File: config.mk
export PLATFORM = sky130hd
export DESIGN_NAME = tprl_timer
export DESIGN_NICKNAME = d
export VERILOG_FILES = /design/src/logic/tprl_pkg.sv /design/src/logic/tprl_presc_if.sv /design/src/logic/tprl_timer.sv /design/src/logic/tprl_prescaler.sv
export VERILOG_INCLUDE_DIRS = /design/src /design/src/logic
export SDC_FILE = /design/constraint.sdc
export NUM_CORES = 1
export LEC_CHECK = 0
export ABC_AREA = 1
export BUFFER_PORTS_ARGS = -buffer_cell sky130_fd_sc_hd__buf_2
export CORE_MARGIN = 4
export CORE_UTILIZATION = 40
export CTS_CLUSTER_SIZE = 16
export DETAILED_ROUTE_END_ITERATION = 10
export PLACE_DENSITY = 0.71
export SLEW_MARGIN = 20
export SYNTH_ARGS = -nofsm -noshare
export SYNTH_HDL_FRONTEND = slang
export SYNTH_SLANG_ARGS = --single-unit
File: constraint.sdc
create_clock -name clock -period 3.82 [get_ports clock]
set_clock_uncertainty 0.15 [all_clocks]
set_input_delay 0.191 -clock clock [delete_from_list [all_inputs] [get_ports clock]]
set_output_delay 0.191 -clock clock [all_outputs]
set_load 0.03 [all_outputs]
File: src/logic/tprl_map.svh
// constants for the reduced-resolution pwm timer pair
`ifndef TPRL_MAP_SVH
`define TPRL_MAP_SVH
`define TPRL_MASK_8BIT   16'h00ff
`define TPRL_MASK_9BIT   16'h01ff
`define TPRL_MASK_10BIT  16'h03ff
`define TPRL_MASK_FULL   16'hffff
`define TPRL_CNT_RESET   16'h0000
`define TPRL_TOP_RESET   16'hffff
`define TPRL_C0_TOP      8'hff
`define TPRL_C0_RESET    8'h00
`define TPRL_PRE_RESET   10'h000
`define TPRL_DIV8_BITS   3
`define TPRL_DIV64_BITS  6
`define TPRL_DIV256_BITS 8
`define TPRL_DIV1024_BITS 10
`endif

File: src/logic/tprl_pkg.sv
// types for the reduced-resolution pwm timer pair
package tprl_pkg;
    typedef enum logic [1:0] {
        TPRL_C1_NORMAL     = 2'b00,
        TPRL_C1_PHASE      = 2'b01,
        TPRL_C1_PHASE_FREQ = 2'b10,
        TPRL_C1_FAST       = 2'b11
    } tprl_c1_mode_t;
    typedef enum logic [1:0] {
        TPRL_RES_8   = 2'b00,
        TPRL_RES_9   = 2'b01,
        TPRL_RES_10  = 2'b10,
        TPRL_RES_VAR = 2'b11
    } tprl_res_t;
    typedef enum logic [2:0] {
        TPRL_CLK_STOP    = 3'b000,
        TPRL_CLK_DIV1    = 3'b001,
        TPRL_CLK_DIV8    = 3'b010,
        TPRL_CLK_DIV64   = 3'b011,
        TPRL_CLK_DIV256  = 3'b100,
        TPRL_CLK_DIV1024 = 3'b101
    } tprl_clk_sel_t;
endpackage

File: src/logic/tprl_presc_if.sv
// link between the timer core and its shared prescaler
`timescale 1ns/1ps
`default_nettype none
interface tprl_presc_if;
    import tprl_pkg::*;
    tprl_clk_sel_t clk_sel;
    logic          presc_clear;
    logic          tick;
    modport prescaler (input clk_sel, input presc_clear, output tick);
    modport timer     (output clk_sel, output presc_clear, input tick);
endinterface
`default_nettype wire

File: src/logic/tprl_timer.sv
// 8-bit and 16-bit timer pair with reduced-resolution pwm
//
// Function
// - count no wider than pwm resolution after a tick or a write in pwm
// - upper count bits cleared on prescaled edge
// - excess written count bits discarded
// - compare bits above the selected resolution cleared at top load
// - compare clearing follows selected resolution
// - software can reset the prescaler
// - variable top value in pwm
// - phase, phase-frequency and fast pwm modes
// - counter zero has pwm and compare
// - counter one has compare a and b
// - pwm compare writes buffered until top
// - compare read returns active value
`timescale 1ns/1ps
`default_nettype none
`include "tprl_map.svh"
module tprl_timer
    import tprl_pkg::*;
(
    // clock and reset
    input  wire logic          clock,
    input  wire logic          rst_n,
    // prescaler control
    input  wire tprl_clk_sel_t clk_sel,
    input  wire logic          presc_clear,
    // counter one configuration
    input  wire tprl_c1_mode_t c1_mode,
    input  wire tprl_res_t     c1_res,
    input  wire logic          top_we,
    input  wire logic [15:0]   top_wdata,
    // counter one software writes
    input  wire logic          count_we,
    input  wire logic [15:0]   count_wdata,
    input  wire logic          cmp_a_we,
    input  wire logic          cmp_b_we,
    input  wire logic [15:0]   cmp_wdata,
    // counter zero configuration and writes
    input  wire logic          c0_pwm,
    input  wire logic          c0_cmp_we,
    input  wire logic [7:0]    c0_cmp_wdata,
    // counter one state
    output logic [15:0]        counter1_value,
    output logic [15:0]        compare_a_value,
    output logic [15:0]        compare_b_value,
    output logic               c1_top,
    output logic               oc1a,
    output logic               oc1b,
    // counter zero state
    output logic [7:0]         counter_zero_value,
    output logic [7:0]         counter_zero_compare,
    output logic               oc0
);
    tprl_presc_if pif ();

    logic [15:0] cnt_r, cnt_nxt, top_r, top_nxt;
    logic [15:0] cmp_a_r, cmp_a_nxt, cmp_b_r, cmp_b_nxt;
    logic [15:0] buf_a_r, buf_a_nxt, buf_b_r, buf_b_nxt;
    logic        down_r, down_nxt, top_ev_r, top_ev_nxt;
    logic        oc1a_r, oc1a_nxt, oc1b_r, oc1b_nxt;
    logic [7:0]  c0_r, c0_nxt, c0_cmp_r, c0_cmp_nxt, c0_buf_r, c0_buf_nxt;
    logic        oc0_r, oc0_nxt;
    logic        pwm, tick;
    logic [15:0] mask, top_eff, cnt_m;
    logic        at_top;

    // prescaler hookup
    assign pif.clk_sel     = clk_sel;
    assign pif.presc_clear = presc_clear;
    assign tick            = pif.tick;

    tprl_prescaler #(.PRE_W(10)) tprl_prescaler_i (
        .clock (clock),
        .rst_n (rst_n),
        .pif   (pif)
    );

    // allowed value bits for the selected resolution
    function automatic logic [15:0] res_mask(input logic p, input tprl_res_t r);
        logic [15:0] m;
        m = `TPRL_MASK_FULL;
        if (p) begin
            case (r)
                TPRL_RES_8:  m = `TPRL_MASK_8BIT;
                TPRL_RES_9:  m = `TPRL_MASK_9BIT;
                TPRL_RES_10: m = `TPRL_MASK_10BIT;
                default:     m = `TPRL_MASK_FULL;
            endcase
        end
        return m;
    endfunction

    // mode decode, mask and effective top
    assign pwm     = (c1_mode != TPRL_C1_NORMAL);
    assign mask    = res_mask(pwm, c1_res);
    assign top_eff = (c1_res == TPRL_RES_VAR) ? top_r : mask;
    assign cnt_m   = cnt_r & mask;
    assign at_top  = tick && pwm && (cnt_m >= top_eff);

    // counter one next state
    always_comb begin
        cnt_nxt    = cnt_r;
        down_nxt   = down_r;
        top_nxt    = top_we ? top_wdata : top_r;
        top_ev_nxt = at_top;
        if (count_we) begin
            cnt_nxt = count_wdata & mask;
        end else if (tick) begin
            case (c1_mode)
                TPRL_C1_NORMAL: cnt_nxt = cnt_r + 16'h0001;
                TPRL_C1_FAST:   cnt_nxt = at_top ? `TPRL_CNT_RESET : cnt_m + 16'h0001;
                default: begin
                    // up/down for both phase-correct flavours
                    if (!down_r && at_top) begin
                        down_nxt = 1'b1;
                        cnt_nxt  = cnt_m - 16'h0001;
                    end else if (down_r && cnt_m == `TPRL_CNT_RESET) begin
                        down_nxt = 1'b0;
                        cnt_nxt  = cnt_m + 16'h0001;
                    end else begin
                        cnt_nxt = down_r ? cnt_m - 16'h0001 : cnt_m + 16'h0001;
                    end
                end
            endcase
        end
        if (!pwm) begin
            down_nxt = 1'b0;
        end
    end

    always_ff @(posedge clock or negedge rst_n) begin
        if (!rst_n) begin
            cnt_r    <= `TPRL_CNT_RESET;
            down_r   <= 1'b0;
            top_r    <= `TPRL_TOP_RESET;
            top_ev_r <= 1'b0;
        end else begin
            cnt_r    <= cnt_nxt;
            down_r   <= down_nxt;
            top_r    <= top_nxt;
            top_ev_r <= top_ev_nxt;
        end
    end

    // counter one compare channels with pwm double buffering
    always_comb begin
        buf_a_nxt = cmp_a_we ? cmp_wdata : buf_a_r;
        buf_b_nxt = cmp_b_we ? cmp_wdata : buf_b_r;
        cmp_a_nxt = cmp_a_r;
        cmp_b_nxt = cmp_b_r;
        if (!pwm) begin
            if (cmp_a_we) cmp_a_nxt = cmp_wdata;
            if (cmp_b_we) cmp_b_nxt = cmp_wdata;
        end else if (at_top) begin
            cmp_a_nxt = buf_a_r & mask;
            cmp_b_nxt = buf_b_r & mask;
        end
        // pwm level or toggle on match
        oc1a_nxt = oc1a_r;
        oc1b_nxt = oc1b_r;
        if (pwm) begin
            oc1a_nxt = (cnt_m < cmp_a_r);
            oc1b_nxt = (cnt_m < cmp_b_r);
        end else if (tick) begin
            oc1a_nxt = oc1a_r ^ (cnt_r == cmp_a_r);
            oc1b_nxt = oc1b_r ^ (cnt_r == cmp_b_r);
        end
    end

    always_ff @(posedge clock or negedge rst_n) begin
        if (!rst_n) begin
            buf_a_r <= `TPRL_CNT_RESET;
            buf_b_r <= `TPRL_CNT_RESET;
            cmp_a_r <= `TPRL_CNT_RESET;
            cmp_b_r <= `TPRL_CNT_RESET;
            oc1a_r  <= 1'b0;
            oc1b_r  <= 1'b0;
        end else begin
            buf_a_r <= buf_a_nxt;
            buf_b_r <= buf_b_nxt;
            cmp_a_r <= cmp_a_nxt;
            cmp_b_r <= cmp_b_nxt;
            oc1a_r  <= oc1a_nxt;
            oc1b_r  <= oc1b_nxt;
        end
    end

    // counter zero: 8-bit, single compare, fast pwm or toggle
    always_comb begin
        c0_nxt     = tick ? c0_r + 8'h01 : c0_r;
        c0_buf_nxt = c0_cmp_we ? c0_cmp_wdata : c0_buf_r;
        c0_cmp_nxt = c0_cmp_r;
        oc0_nxt    = oc0_r;
        if (!c0_pwm) begin
            if (c0_cmp_we) c0_cmp_nxt = c0_cmp_wdata;
            if (tick) oc0_nxt = oc0_r ^ (c0_r == c0_cmp_r);
        end else begin
            if (tick && c0_r == `TPRL_C0_TOP) c0_cmp_nxt = c0_buf_r;
            oc0_nxt = (c0_r < c0_cmp_r);
        end
    end

    always_ff @(posedge clock or negedge rst_n) begin
        if (!rst_n) begin
            c0_r     <= `TPRL_C0_RESET;
            c0_buf_r <= `TPRL_C0_RESET;
            c0_cmp_r <= `TPRL_C0_RESET;
            oc0_r    <= 1'b0;
        end else begin
            c0_r     <= c0_nxt;
            c0_buf_r <= c0_buf_nxt;
            c0_cmp_r <= c0_cmp_nxt;
            oc0_r    <= oc0_nxt;
        end
    end

    // outputs straight from flip-flops
    assign counter1_value       = cnt_r;
    assign compare_a_value      = cmp_a_r;
    assign compare_b_value      = cmp_b_r;
    assign c1_top               = top_ev_r;
    assign oc1a                 = oc1a_r;
    assign oc1b                 = oc1b_r;
    assign counter_zero_value   = c0_r;
    assign counter_zero_compare = c0_cmp_r;
    assign oc0                  = oc0_r;
endmodule
`default_nettype wire

File: src/logic/tprl_prescaler.sv
// shared clock prescaler producing the timer count tick
`timescale 1ns/1ps
`default_nettype none
`include "tprl_map.svh"
module tprl_prescaler
    import tprl_pkg::*;
#(
    parameter int PRE_W = 10
) (
    // clock and reset
    input  wire logic      clock,
    input  wire logic      rst_n,
    // timer side
    tprl_presc_if.prescaler pif
);
    logic [PRE_W-1:0] pre_r;
    logic [PRE_W-1:0] pre_nxt;
    logic             tick_r;
    logic             tick_nxt;

    // true when the low n bits of the prescale count are all ones
    function automatic logic low_ones(input logic [PRE_W-1:0] v, input int n);
        logic r;
        r = 1'b1;
        for (int i = 0; i < PRE_W; i++) begin
            if (i < n && !v[i]) begin
                r = 1'b0;
            end
        end
        return r;
    endfunction

    // divider count, cleared on software request
    always_comb begin
        pre_nxt  = pif.presc_clear ? PRE_W'(`TPRL_PRE_RESET) : pre_r + 1'b1;
        tick_nxt = 1'b0;
        if (!pif.presc_clear) begin
            case (pif.clk_sel)
                TPRL_CLK_STOP:    tick_nxt = 1'b0;
                TPRL_CLK_DIV1:    tick_nxt = 1'b1;
                TPRL_CLK_DIV8:    tick_nxt = low_ones(pre_r, `TPRL_DIV8_BITS);
                TPRL_CLK_DIV64:   tick_nxt = low_ones(pre_r, `TPRL_DIV64_BITS);
                TPRL_CLK_DIV256:  tick_nxt = low_ones(pre_r, `TPRL_DIV256_BITS);
                TPRL_CLK_DIV1024: tick_nxt = low_ones(pre_r, `TPRL_DIV1024_BITS);
                default:          tick_nxt = 1'b0;
            endcase
        end
    end

    always_ff @(posedge clock or negedge rst_n) begin
        if (!rst_n) begin
            pre_r  <= PRE_W'(`TPRL_PRE_RESET);
            tick_r <= 1'b0;
        end else begin
            pre_r  <= pre_nxt;
            tick_r <= tick_nxt;
        end
    end

    assign pif.tick = tick_r;
endmodule
`default_nettype wire

; Yosys cells after proc, flatten, opt, wreduce, memory -nomap -nowiden
; Index checks and enable logic that the tools add are counted.
[op_classes]
addsub = 5
n_lt_le_gt_ge = 4
n_eq_ne = 19
n_mux = 44
n_bitwise = 7
n_reduce_logical = 21
[ops]
columns = op, n
row1 = 2-to-1 mux 16 bit, 14
row2 = AND 16 bit, 4
row3 = one-hot mux 16 bit (3 select lines), 1
row4 = adder 16 x 1 -> 16 bit (second input constant), 2
row5 = == test 16 bit, 2
row6 = < comparator 16 bit, 2
row7 = one-hot mux 16 bit (2 select lines), 1
row8 = 2-to-1 mux 8 bit, 3
row9 = 2-to-1 mux 1 bit, 23
row10 = greater-or-equal comparator 16 bit, 1
row11 = zero test 16 bit, 1
row12 = subtractor 16 x 1 -> 16 bit (second input constant), 1
row13 = nonzero test 2 bit, 7
row14 = adder 10 x 1 -> 10 bit (second input constant), 1
row15 = 2-to-1 mux 10 bit, 1
row16 = adder 8 x 1 -> 8 bit (second input constant), 1
row17 = == test 8 bit, 1
row18 = == test 8 bit (second input constant), 1
row19 = < comparator 8 bit, 1
row20 = == test 2 bit (second input constant), 3
row21 = == test 3 x 2 -> 1 bit (second input constant), 2
row22 = == test 3 bit (second input constant), 2
row23 = inequality test 2 x 1 -> 1 bit (second input constant), 3
row24 = AND reduction 2 bit, 3
row25 = 11 further kinds, 19
[totals]
reg_bits = 136
input_bits = 72
out_inout_bits = 68
wordCells = 116

; Depth between registers and ports, before layout
[depth]
depth_word = 12
mapped_depth = 22
ltp_nobuf = 21

; Hierarchy
; Synthesis repeated with hierarchy kept, for this count alone.
[unflattened]
cells_unflattened = 1189
area_unflattened_um2 = 9052.4
[modules_own_cells]
columns = mod, n_inst, cells_per_inst, area_each_um2, seq_area_each_um2
row1 = tprl_timer, 1, 1117, 8486.9, 3148.0
row2 = tprl_prescaler, 1, 72, 565.5, 275.3

; Least setup slack after synthesis
; No wires, ideal clock.
[synth_timing]
path_kind = input port to flip-flop
startpoint = input port c1_mode[0]
endpoint = register cmp_a_r[10] (netlist: compare_a_value[10])
setup_ns = 0.082
arrival_time_ns = 2.455
required_time_ns = 3.588
slack_ns = 1.133
cell_stages = 20
n_path_buf = 4
path_cell_list = inv_1 > ha_1 > inv_1 > nand2_4 > buf_6 > buf_2 > o21ai_0 > ha_1 > nand2_1 > inv_1 > nand3_1 > nor3_1 > nand2_1 > nand3_1 > nand2_1 > buf_2 > nand2_1 > buf_4 > nor2_1 > a31oi_1
[synth_via]
elab_chain_len = 7
word_cells_on_any_way = 13
classes_between = 1 x order compare / 1 x eq/ne / 4 x mux / 2 x bitwise / 5 x reduce/logical
[synth_lines]
columns = element, line
row1 = start: declaration, tprl_timer.sv:29  ; input wire tprl_c1_mode_t c1_mode,
row2 = nonzero test 2 bit (*), tprl_timer.sv:95  ; assign pwm = (c1_mode != TPRL_C1_NORMAL);
row3 = 2-to-1 mux 16 bit, tprl_timer.sv:83  ; if (p) begin
row4 = AND 16 bit or 2-to-1 mux 16 bit (tied branches), "tprl_timer.sv:98, tprl_timer.sv:97"
row5 = greater-or-equal comparator 16 bit, tprl_timer.sv:99  ; assign at_top = tick && pwm && (cnt_m >= top_eff);
row6 = logical AND 1 bit, tprl_timer.sv:99
row7 = inequality test 2 x 1 -> 1 bit (no line), n/a
row8 = AND reduction 2 bit (no line), n/a
row9 = end signal: assignment, tprl_timer.sv:175  ; cmp_a_r <= `TPRL_CNT_RESET;
row10 = end signal: assignment, tprl_timer.sv:182  ; cmp_a_r <= cmp_a_nxt;
row11 = end: declaration, tprl_timer.sv:58  ; logic [15:0] cmp_a_r, cmp_a_nxt, cmp_b_r, cmp_b_nxt;
; Mark *: on every way between the ends. The rest lies on a longest branch, timed or not. The select of a mux whose other input is x is not followed.
; A chain may end at the register's enable or synchronous reset.

; Worst setup path after layout
[layout_timing]
startpoint = input port c1_mode[0]
endpoint = register cnt_r[7] (netlist: counter1_value[7])
[layout_via]
elab_chain_len = 10
word_cells_on_any_way = 22
classes_between = 2 x add/sub / 1 x order compare / 1 x eq/ne / 9 x mux / 2 x bitwise / 7 x reduce/logical
[layout_lines]
columns = element, line
row1 = nonzero test 2 bit, tprl_timer.sv:95
row2 = 2-to-1 mux 16 bit, tprl_timer.sv:83
row3 = AND 16 bit or 2-to-1 mux 16 bit (tied branches), "tprl_timer.sv:98, tprl_timer.sv:97"
row4 = "adder 16 x 1 -> 16 bit, or another cell as far along", "tprl_timer.sv:112, tprl_timer.sv:120, tprl_timer.sv:122"
row5 = "2-to-1 mux 16 bit, or another cell as far along", tprl_timer.sv:122  ; cnt_nxt = down_r ? cnt_m - 16'h0001 : cnt_m + 16'h0001;
row6 = 2-to-1 mux 16 bit or logical AND 1 bit (tied branches), "tprl_timer.sv:118, tprl_timer.sv:115"
row7 = 2-to-1 mux 16 bit, tprl_timer.sv:115  ; if (!down_r && at_top) begin
row8 = one-hot mux 16 bit (2 select lines), tprl_timer.sv:110  ; case (c1_mode)
row9 = 2-to-1 mux 16 bit, tprl_timer.sv:109  ; end else if (tick) begin
row10 = 2-to-1 mux 16 bit (*), tprl_timer.sv:107  ; if (count_we) begin
row11 = end signal: assignment, tprl_timer.sv:134  ; cnt_r <= `TPRL_CNT_RESET;
row12 = end signal: assignment, tprl_timer.sv:139  ; cnt_r <= cnt_nxt;
row13 = end: declaration, tprl_timer.sv:57  ; logic [15:0] cnt_r, cnt_nxt, top_r, top_nxt;
; Marks and branches as above.

==> results.toml <==
[layout]
fillers = 2118
stdcell_area_mm2 = 0.0113
multi_input_area_mm2 = 0.00485
final_common_cell = "nand2_1"
antenna_cells = 0
layout.area.seq_mm2 = 0.00342
layout_common_cells = "255 x nand2_1, 138 x buf_2, 131 x inv_1"
nNetsFinal = 1496
final_layout_size_suffix_gt1_frac = 0.203
fin_util = 0.514
syn_to_final_growth_pct = 25.1

[yosys]
synth_ff_type = "dfrtp_1"
synth_edf_count = 0
syn_nets = 1302
ys_seq_area_frac = 0.378
avgSynthCellArea_um2 = 7.76
synthArstFlopShare = 1.00
yosys_warnings = 0
post_synth_instance_area_mm2 = 0.00905
synth_cells = 1166
ys_seq_elements = 136
ys_types = 44

[die]
start_util = 0.411
die_h_um = 158
die_w_um = 158
coreArea_mm2 = 0.0220
die_area_mm2 = 0.0251
num_rows = 54
io_pins = 140

[clock_network]
cts_resized = 0
clockBufferDepth = 2
cts_setup_buffers = 0
clockRootBuffer = "clkbuf_16"
tritoncts = "built"
cts.sinks = 136
path_clk_slew_ns = 0.06
numCtsBuffers = 17
h-tree-depth = 4
insertion_delay_ns = 0.43

[grt]
gr-usage-met3 = 0.0677
grt-busiest-layer = "met2"
antenna_found_initial = 0
met2_usage = 0.350
grt_pass1_vias = 8692
grt_use_total = 0.214
gr-total-overflow = 0
grt_pass1_wl_um = 42700
grt_max_degree = 95
grtUsageMet1 = 0.266

[worst_hold_path]
hold_path_class = "primary input to flip-flop"

[power]
p_leak_uw = 0.00560
swShare = 0.354
power.share.combinational = 0.298
peakVddDrop_mv = 0.269
p_int_uw = 3330
seq_power_share = 0.352
power.switching_uw = 1830
p_clk_frac = 0.350
p_per_area_mw_per_mm2 = 455

[worst_setup_path]
worstPathRequired_ns = 3.99
worstPathMaxFanout = 32
worstSetupPathType = "primary input to flip-flop"
crit_path_max_incr_delay_ns = 0.33
slowest_stage = "ha_1"
cp_cell_sequence = "buf_2, inv_1, ha_1, inv_1, nand2_4, nand2_1, inv_1, ha_1, nand2_1, inv_1, nand3_1, nor3_1, nand2_1, nand3_1, nand2_1, nand2_1, nand2_1, a21oi_1, o21ai_0, nand2_1, nand2_1"
end_kind = "flip-flop"
cp_common_cell = "nand2_1"
crit_arrival_ns = 3.34
cp-start-kind = "primary input"

[sta]
rsz0062_at_grt = "false"
period_share = 0.829
fin_crit_ns = 3.17
hold_viol = 0
setup_ws_ns = 0.653
setup_viol = 0
worst_slew_pin_slew_ns = 0.895
max_freq_mhz = 316
tns_ns = 0
final_max_slew_viol_count = 0
max_slew_margin = 0.403

[routing]
dr.pass1.iters = 8
num_vias = 8647
drtIter0Drc = 609
wl_per_cell_um = 15.9
drc_errors = 0
postRouteAntennaNets = 0
wirelength_um = 26200
avgViaCountPerCell = 5.23

[job]
maxCapViolations = 0

[placed_design]
port_buffers = 139
placed_area_mm2 = 0.00998
dp_hpwl_um = 19100
place_congestion = 0.883
place_ws_ns = 0.280

[status]
outcome = "finished, final reports clean"
[state kept, by name, indices dropped and copies added, names as in the netlist, 8 cells and up]
name / count
buf_a_r: 16
c0_buf_r: 8
counter_zero_compare: 8
tprl_prescaler_i.pre_r: 10
counter_zero_value: 8
buf_b_r: 16
counter1_value: 16
top_r: 16
compare_a_value: 16
compare_b_value: 16
[layout make-up]
class,instances,area share
clock buffer,22,0.0419
clock inverter,10,0.0147
inverter,139,0.0463
multi-input combinational,840,0.429
sequential,136,0.302
tap,280,0.0309
timing repair buffer,226,0.135
[repair_timing]
item,in CTS,in global routing
hold endpoints to repair,189,0
hold buffers,70,0
setup endpoints to repair,0,0
[power by group through the flow]
stage | Sequential, µW | Clock [µW] | Combinational (µW)
6_report | 1820 | 1800 | 1540
3_5_place_dp | 1840 | 0 | 1470
5_1_grt | 1840 | 1900 | 1720
2_1_floorplan | 2030 | 0 | 794
3_3_place_gp | 1840 | 0 | 1430
4_1_cts | 1820 | 1830 | 1540
[worst paths after layout]
path	start	end	slack, ns	cells past startpoint
worst min register to register	tprl_prescaler_i.pre_r[0]	tprl_prescaler_i.pre_r[0]	0.31	1
min in group asynchronous	rst_n	buf_a_r[4]	0.27	2
worst max register to register	counter1_value[11]	counter1_value[7]	0.75	16
max in group asynchronous	rst_n	buf_b_r[14]	2.27	3
worst max-delay path	c1_mode[0]	counter1_value[7]	0.65	21
worst min-delay path	top_we	top_r[0]	0.009	3
[worst max-delay path: cells and delay by family]
kind	cells	cell delay, ns
buffers and inverters	5	0.51
adder cells (fa/ha/maj)	2	0.58
AND/OR/NAND/NOR	12	1.78
AO/OA/AOI/OAI	2	0.26
[synthesized netlist by cell type, drive strengths merged (11+ instances only)]
cell type	instances	area [µm²]
a21oi	52	275
a31oi	29	181
buf	19	129
clkbuf	32	120
dfrtp	120	3000
dfstp	16	420
ha	64	801
inv	138	521
mux2	32	360
nand2	267	1060
nand3	88	460
nand4	22	138
nor2	114	488
nor3	11	55.1
o21ai	95	487
xor2	26	235
[per-layer routing]
metal / vias up / wire [µm]
li1: 4245 / -
met1: 4033 / 11200
met2: 307 / 12100
met3: 62 / 2240
met4: 0 / 654
met5: - / 0
[cell families (layout without fill, tap and decap cells)]
| family | Yosys count | count (layout) | share of synthesized area |
|---|---|---|---|
| and+or+nand+nor | 510 | 510 | 0.249 |
| AOI/OAI and AO/OA | 200 | 200 | 0.125 |
| buffers and inverters | 190 | 397 | 0.0855 |
| DFF | 136 | 136 | 0.378 |
| adders and majority gates | 64 | 64 | 0.0885 |
| xor gates and xnor gates | 34 | 34 | 0.0337 |
| muxes | 32 | 32 | 0.0398 |
[through the flow]
stage,power [µW],std cells,hold WS (ns)
2_1_floorplan,2820,1166,-0.255
6_report,5160,1653,0.00865
4_1_cts,5190,1653,0.00368
3_3_place_gp,3270,1551,0.193
5_1_grt,5460,1653,0.0328
3_5_place_dp,3310,1551,0.203
Note: power is estimated with default switching activity, not from simulation.
